$ cat src/pkg/spm_defines.svh
// Constants for the slave port mailbox
`ifndef SPM_DEFINES_SVH
`define SPM_DEFINES_SVH
`define SPM_DATA_W     8
`define SPM_ADDR_W     2
`define SPM_NUM_DATA   3
`define SPM_SEL_REG0   2'h0
`define SPM_SEL_REG1   2'h1
`define SPM_SEL_REG2   2'h2
`define SPM_SEL_STATUS 2'h3
`define SPM_ST_IN_LSB  0
`define SPM_ST_OUT_LSB 3
`define SPM_ST_MIRQ    6
`define SPM_ST_SIRQ    7
`define SPM_STATUS_RST 8'h00
`define SPM_HOLD_CNT   3'h4
`define SPM_BYTE_ZERO  8'h00
`endif

$ cat src/pkg/spm_pkg.sv
// Types shared by both ends of the slave port mailbox
package spm_pkg;
  typedef logic [7:0] spm_byte_t;
  typedef logic [1:0] spm_sel_t;
  typedef enum logic [1:0]
  {
    SPM_IDLE  = 2'b00,
    SPM_WRITE = 2'b01,
    SPM_READ  = 2'b10
  } spm_hstate_t;
endpackage

$ cat src/pkg/spm_if.sv
// Pins between the master processor and the slave port
`timescale 1ns/100ps
interface spm_if;
  logic [1:0] sel;
  logic       wr_n;
  logic       rd_n;
  logic [7:0] d_from_master;
  logic       d_master_oe;
  logic [7:0] d_from_slave;
  logic       d_slave_oe;
  logic       attention_to_master;
  modport dev
  (
    input  sel,
    input  wr_n,
    input  rd_n,
    input  d_from_master,
    input  d_master_oe,
    output d_from_slave,
    output d_slave_oe,
    output attention_to_master
  );
  modport host
  (
    output sel,
    output wr_n,
    output rd_n,
    output d_from_master,
    output d_master_oe,
    input  d_from_slave,
    input  d_slave_oe,
    input  attention_to_master
  );
endinterface

$ cat src/hw/spm_device.sv
// Slave end: six data registers, shared status, cross-link attention
//
// Function
// - Three byte registers each direction, six total
// - One status register readable by both sides
// - Master selects register with two address lines
// - Inbound registers: master writes, core reads
// - Outbound registers: core writes, master reads
// - Same address reads opposite direction register
// - Master write strobe latches inbound registers
// - Master may write the status register
// - Master read strobe reads outbound and status
// - Core write of register zero raises attention
// - Master write of zero interrupts core if enabled
// - Producer write sets full, consumer read clears
// - Status shows pending request from each side
// - Only register zero writes raise interrupts
// - Load registers one, two before zero
`timescale 1ns/100ps
`include "spm_defines.svh"
module spm_device
  import spm_pkg::*;
(
  input  wire logic      ref_clk,
  input  wire logic      rstn,
  spm_if.dev             port,
  input  wire logic      core_wr,
  input  wire logic      core_rd,
  input  wire spm_sel_t  core_sel,
  input  wire spm_byte_t core_wdata,
  input  wire logic      core_irq_en_wr,
  input  wire logic      core_irq_en_val,
  output spm_byte_t      core_rdata,
  output logic           core_irq,
  output logic           core_irq_en
);
  spm_byte_t  in_reg  [`SPM_NUM_DATA];
  spm_byte_t  out_reg [`SPM_NUM_DATA];
  logic [2:0] in_full_reg;
  logic [2:0] out_full_reg;
  logic       mirq_reg;
  logic       sirq_reg;
  logic [1:0] wr_sync_reg;
  logic [1:0] rd_sync_reg;
  logic       wr_prev_reg;
  logic       rd_prev_reg;
  spm_byte_t  dout_reg;
  logic       doe_reg;
  logic       attn_reg;

  // Edges come from the second synchroniser stage only; select and data
  // stand over the whole held strobe, so they are read live at the edge
  wire m_wr_edge = wr_sync_reg[1] && !wr_prev_reg;
  wire m_rd_edge = rd_sync_reg[1] && !rd_prev_reg;
  wire m_rd_lvl  = rd_sync_reg[1];
  wire m_is_st   = (port.sel == `SPM_SEL_STATUS);
  wire c_is_st   = (core_sel == `SPM_SEL_STATUS);
  wire m_is_r1   = (port.sel == `SPM_SEL_REG1);
  wire m_is_r2   = (port.sel == `SPM_SEL_REG2);
  wire c_is_r1   = (core_sel == `SPM_SEL_REG1);
  wire c_is_r2   = (core_sel == `SPM_SEL_REG2);

  // Status byte assembled field by field at its fixed bit positions
  wire [7:0] status;
  assign status[`SPM_ST_IN_LSB +: `SPM_NUM_DATA]  = in_full_reg;
  assign status[`SPM_ST_OUT_LSB +: `SPM_NUM_DATA] = out_full_reg;
  assign status[`SPM_ST_MIRQ]                     = mirq_reg;
  assign status[`SPM_ST_SIRQ]                     = sirq_reg;

  generate
    for (genvar i = 0; i < `SPM_NUM_DATA; i++)
    begin : g_reg
      wire m_w = m_wr_edge && (port.sel == 2'(i));
      wire m_r = m_rd_edge && (port.sel == 2'(i));
      wire c_w = core_wr && (core_sel == 2'(i));
      wire c_r = core_rd && (core_sel == 2'(i));
      always_ff @(posedge ref_clk or negedge rstn)
      begin
        if (!rstn)
        begin
          in_reg[i]       <= `SPM_BYTE_ZERO;
          out_reg[i]      <= `SPM_BYTE_ZERO;
          in_full_reg[i]  <= 1'b0;
          out_full_reg[i] <= 1'b0;
        end
        else
        begin
          // Each side writes only its own direction, so a write from
          // the reading side of a register never reaches it
          if (m_w)
            in_reg[i] <= port.d_from_master;
          if (c_w)
            out_reg[i] <= core_wdata;
          // Producer set wins over a same-cycle consumer clear
          in_full_reg[i]  <= m_w | (in_full_reg[i] & ~c_r);
          out_full_reg[i] <= c_w | (out_full_reg[i] & ~m_r);
        end
      end
    end
  endgenerate

  // Attention pending until master reads register zero or writes status
  wire c_w0   = core_wr && (core_sel == `SPM_SEL_REG0);
  wire m_w0   = m_wr_edge && (port.sel == `SPM_SEL_REG0);
  wire m_r0   = m_rd_edge && (port.sel == `SPM_SEL_REG0);
  wire m_wst  = m_wr_edge && m_is_st;
  wire c_r0   = core_rd && (core_sel == `SPM_SEL_REG0);
  wire c_wst  = core_wr && c_is_st;
  wire sirq_n = m_w0 | (sirq_reg & ~(c_r0 | c_wst));
  wire mirq_n = c_w0 | (mirq_reg & ~(m_r0 | m_wst));

  // Reads on either side pick the opposite direction at the same select.
  // Explicit selects keep select code 3 off the three-entry arrays.
  wire [7:0] m_data_val = m_is_r1 ? out_reg[1] :
                          m_is_r2 ? out_reg[2] : out_reg[0];
  wire [7:0] c_data_val = c_is_r1 ? in_reg[1] :
                          c_is_r2 ? in_reg[2] : in_reg[0];
  wire [7:0] m_rd_val   = m_is_st ? status : m_data_val;
  wire [7:0] c_rd_val   = c_is_st ? status : c_data_val;

  assign port.d_from_slave        = dout_reg;
  assign port.d_slave_oe          = doe_reg;
  assign port.attention_to_master = attn_reg;

  // Two-stage synchronisers on the master strobes
  always_ff @(posedge ref_clk or negedge rstn)
  begin
    if (!rstn)
    begin
      wr_sync_reg <= 2'h0;
      rd_sync_reg <= 2'h0;
    end
    else
    begin
      wr_sync_reg <= {wr_sync_reg[0], !port.wr_n};
      rd_sync_reg <= {rd_sync_reg[0], !port.rd_n};
    end
  end

  // Previous synchronised level, reset to the idle level so that no
  // false strobe edge follows reset
  always_ff @(posedge ref_clk or negedge rstn)
  begin
    if (!rstn)
    begin
      wr_prev_reg <= 1'b0;
      rd_prev_reg <= 1'b0;
    end
    else
    begin
      wr_prev_reg <= wr_sync_reg[1];
      rd_prev_reg <= rd_sync_reg[1];
    end
  end

  // Request flags; a new write of register zero wins over a clear
  always_ff @(posedge ref_clk or negedge rstn)
  begin
    if (!rstn)
    begin
      mirq_reg <= 1'b0;
      sirq_reg <= 1'b0;
      attn_reg <= 1'b0;
    end
    else
    begin
      mirq_reg <= mirq_n;
      sirq_reg <= sirq_n;
      attn_reg <= mirq_n;
    end
  end

  // Core interrupt follows the pending request only while enabled
  always_ff @(posedge ref_clk or negedge rstn)
  begin
    if (!rstn)
    begin
      core_irq_en <= 1'b0;
      core_irq    <= 1'b0;
    end
    else
    begin
      core_irq <= sirq_n && core_irq_en;
      if (core_irq_en_wr)
        core_irq_en <= core_irq_en_val;
    end
  end

  // Read-back registers; status reads touch no flag, and the bus is
  // driven only while the synchronised read strobe is seen
  always_ff @(posedge ref_clk or negedge rstn)
  begin
    if (!rstn)
    begin
      core_rdata <= `SPM_BYTE_ZERO;
      dout_reg   <= `SPM_BYTE_ZERO;
      doe_reg    <= 1'b0;
    end
    else
    begin
      core_rdata <= c_rd_val;
      dout_reg   <= m_rd_val;
      doe_reg    <= m_rd_lvl;
    end
  end
endmodule // spm_device

$ cat src/flat_wrapper.sv
// flat-port wrapper written by rule: the top's interface ports become plain ports
module spm_device_flat import spm_pkg::*;
  (ref_clk, rstn, core_wr, core_rd, core_sel, core_wdata, core_irq_en_wr, core_irq_en_val, core_rdata, core_irq, core_irq_en, port_sel, port_wr_n, port_rd_n, port_d_from_master, port_d_master_oe, port_d_from_slave, port_d_slave_oe, port_attention_to_master);
  spm_if port_i ();
  input  wire logic ref_clk;
  input  wire logic rstn;
  input  wire logic core_wr;
  input  wire logic core_rd;
  input  wire spm_sel_t core_sel;
  input  wire spm_byte_t core_wdata;
  input  wire logic core_irq_en_wr;
  input  wire logic core_irq_en_val;
  output spm_byte_t core_rdata;
  output logic core_irq;
  output logic core_irq_en;
  input wire logic [$bits(port_i.sel)-1:0] port_sel;
  input wire logic [$bits(port_i.wr_n)-1:0] port_wr_n;
  input wire logic [$bits(port_i.rd_n)-1:0] port_rd_n;
  input wire logic [$bits(port_i.d_from_master)-1:0] port_d_from_master;
  input wire logic [$bits(port_i.d_master_oe)-1:0] port_d_master_oe;
  output wire logic [$bits(port_i.d_from_slave)-1:0] port_d_from_slave;
  output wire logic [$bits(port_i.d_slave_oe)-1:0] port_d_slave_oe;
  output wire logic [$bits(port_i.attention_to_master)-1:0] port_attention_to_master;
  assign port_i.sel = port_sel;
  assign port_i.wr_n = port_wr_n;
  assign port_i.rd_n = port_rd_n;
  assign port_i.d_from_master = port_d_from_master;
  assign port_i.d_master_oe = port_d_master_oe;
  assign port_d_from_slave = port_i.d_from_slave;
  assign port_d_slave_oe = port_i.d_slave_oe;
  assign port_attention_to_master = port_i.attention_to_master;
  spm_device u_core (.ref_clk(ref_clk), .rstn(rstn), .port(port_i), .core_wr(core_wr), .core_rd(core_rd), .core_sel(core_sel), .core_wdata(core_wdata), .core_irq_en_wr(core_irq_en_wr), .core_irq_en_val(core_irq_en_val), .core_rdata(core_rdata), .core_irq(core_irq), .core_irq_en(core_irq_en));
endmodule
$ cat config.mk
export PLATFORM = sky130hd
export DESIGN_NAME = spm_device_flat
export DESIGN_NICKNAME = d
export VERILOG_FILES = /design/src/pkg/spm_pkg.sv /design/src/pkg/spm_if.sv /design/src/hw/spm_device.sv /design/src/flat_wrapper.sv
export VERILOG_INCLUDE_DIRS = /design/src /design/src/pkg
export SDC_FILE = /design/constraint.sdc
export NUM_CORES = 1
export LEC_CHECK = 0
export BUFFER_PORTS_ARGS = -buffer_cell sky130_fd_sc_hd__buf_2
export CAP_MARGIN = 20
export CELL_PAD_IN_SITES_DETAIL_PLACEMENT = 0
export CELL_PAD_IN_SITES_GLOBAL_PLACEMENT = 1
export CORE_UTILIZATION = 51
export DETAILED_ROUTE_END_ITERATION = 8
export HOLD_SLACK_MARGIN = 0.05
export PLACE_DENSITY_LB_ADDON = 0.1
export SLEW_MARGIN = 30
export SYNTH_ARGS = -nofsm -noshare
export SYNTH_HDL_FRONTEND = slang
export SYNTH_SLANG_ARGS = --single-unit
$ cat constraint.sdc
create_clock -name ref_clk -period 3.9 [get_ports ref_clk]
set_input_delay 0.78 -clock ref_clk [delete_from_list [all_inputs] [get_ports ref_clk]]
set_output_delay 0.78 -clock ref_clk [all_outputs]
set_load 0.01 [all_outputs]
==> flow_summary.yaml <==
route:
  vias_per_cell: 5.63
  routed_wl_um: 5650
  drt_iter0_markers: 47
  drc_errors: 0
  firstDrtPassIters: 6
  ant_nets: 0
  vias: 1763
  wire_per_inst_um: 18.0
sta:
  drv_slew: 0
  slew_headroom: 0.454
  rsz0062_at_grt: "no"
  setup_tns_ns: 0
  fin_crit_sh: 0.516
  setup_ws_ns: 1.89
  setup_viol: 0
  fmaxAchievable_mhz: 497
  worst_pin_slew_ns: 0.815
  period_minus_slack_ns: 2.01
  fin_skew_ns: 0.00279
  finalHoldViolCount: 0
critical_path:
  critPathKind: "in -> reg"
  crit_arrival_ns: 2.23
  crit_fanout: 13
  r2r_end: "u_core.in_reg[22]$_DFFE_PN0P_"
  timing.rr.start: "u_core.wr_prev_reg$_DFF_PN0_"
  critPathLaunchType: "input port"
  end_kind: "register"
  reg2reg_depth: 2
  reg2reg_setup_slack_ns: 2.25
  required_ns: 4.12
  startpoint: "port_sel[1]"
global_routing:
  grtUsageMet3: 0.0409
  grt_antenna_before_repair: 0
  use_met2: 0.322
  first_global_vias: 1850
  top_usage_layer: "met2"
  use_met1: 0.278
  grt_pass1_wl_um: 9440
  grt_start_max_net_pins: 81
  globalRouteTotalUtil: 0.207
  grt_remaining_overflow: 0
floorplanning:
  die_h_um: 80.7
  num_io_pins: 49
  dieArea_mm2: 0.00651
  rows: 28
  start_util: 0.530
  core_area_mm2: 0.00596
  die_x_um: 80.7
clocking:
  cts_sinks: 80
  cts_resized: 0
  cts-buffers-inserted: 9
  cts_buffer_depth: 2
  postCtsSetupRepairBufs: 0
  cts_tree: "done"
  clk_latency_ns: 0.34
  clkTransAtPathRegs_ns: 0.07
  cts-htree-levels: 3
  cts_root_buf: "clkbuf_8"
  ctsHoldBuffers: 0
finish:
  final_common_cell: "dfrtp_1"
  layout.cells.most_common_list: "dfrtp_1 (80), mux2_2 (49), buf_2 (46)"
  drive_gt1_frac: 0.542
  fin_nets: 263
  fin_util: 0.611
  n_antenna_cell: 0
  syn2layout_area_growth_pct: 15.2
synthesis:
  syn_inst: 181
  synth_seq_cells: 80
  synth_top_area_cell: "dfrtp_1"
  synth-seq-area-share: 0.634
  synth_top_area_frac: 0.634
  synth.distinct_cells: 22
  synth_area_leaders: "dfrtp_1 (63%), mux2_2 (17%), mux4_2 (11%), nand2b_1 (0.79%), nor4b_4 (0.75%)"
  postSynthAreaPerCell_um2: 17.4
  synth_nets: 210
  synth_warnings: 0
  netlist_area_mm2: 0.00316
power:
  pwr_density_cell_mw_per_mm2: 523
  p_leak_nw: 1.62
  ir_worst_vdd_mv: 0.259
worst_hold_path:
  min_to: "u_core.wr_sync_reg[1]$_DFF_PN0_"
  hold_class: "reg -> reg"
  hp-start: "u_core.wr_sync_reg[0]$_DFF_PN0_"
  worstHoldPathCells: 0
placement:
  numPortBuffers: 47
  preCtsSetupSlack_ns: 1.54
  dp_hpwl_um: 3830
  place_congestion: 0.683
job:
  cap_viol_max_count: 0
status:
  outcome: "finished clean"
## metal layers
metal / share of wire / vias to the layer above
met1: 0.44 / 931
met5: 0 / -
met4: 0.022 / 0
met2: 0.50 / 44
met3: 0.035 / 11
li1: - / 777
## final cells by class
type	count	area, um^2
sequential	80	2000
multi-input combinational	93	1120
fill	452	2320
inverter	2	7.51
tap	75	93.8
clock buffer	15	166
timing repair buffer	48	249
## Yosys cell counts
master / n
nand2b_1: 4
nand3b_1: 3
nand3_1: 1
or3_1: 1
nand2_1: 3
a21o_1: 3
clkbuf_1: 2
mux2_2: 49
buf_2: 2
or3b_1: 1
dfrtp_1: 80
buf_1: 1
nor4b_4: 1
nor3b_1: 1
a31o_2: 2
buf_4: 1
nand4b_1: 1
mux4_2: 16
inv_1: 2
and2_1: 1
o21ai_0: 4
nor2_4: 2
## where the power goes
group          internal, mW  switching (mW)
sequential            0.988          0.0750
clock                 0.264           0.262
combinational         0.190           0.124
total                  1.44           0.462
## critical path, stage by stage
cell	delay, ns
buf_2	0.23
nor4b_4	0.80
mux2_2	0.42
## how the worst max path moves through the flow
stage | slack [ns] | end
after floorplan | 2.08 | u_core.core_rdata[6]$_DFF_PN0_
after global placement | 1.57 | u_core.in_reg[19]$_DFFE_PN0P_
after detailed placement | 1.54 | u_core.in_reg[22]$_DFFE_PN0P_
after CTS | 1.91 | u_core.in_reg[22]$_DFFE_PN0P_
after global routing | 1.84 | u_core.in_reg[22]$_DFFE_PN0P_
final | 1.89 | u_core.in_reg[22]$_DFFE_PN0P_
## metrics by stage
stage	cell area [um^2]	power, mW	hold WS [ns]	instances
6_report	3640	1.90	0.351	313
5_1_grt	3640	2.01	0.364	313
4_1_cts	3630	1.93	0.353	313
3_5_place_dp	3470	1.40	0.338	298
3_3_place_gp	3470	1.37	0.334	298
2_1_floorplan	3160	1.27	0.331	181
## cell families after synthesis
family | Yosys count | share of synthesized area
simple gates | 19 | 0.0468
mux | 65 | 0.289
compound gates | 9 | 0.0190
flops | 80 | 0.634
buf+inv | 8 | 0.0115
(Power assumes the default switching activity.)
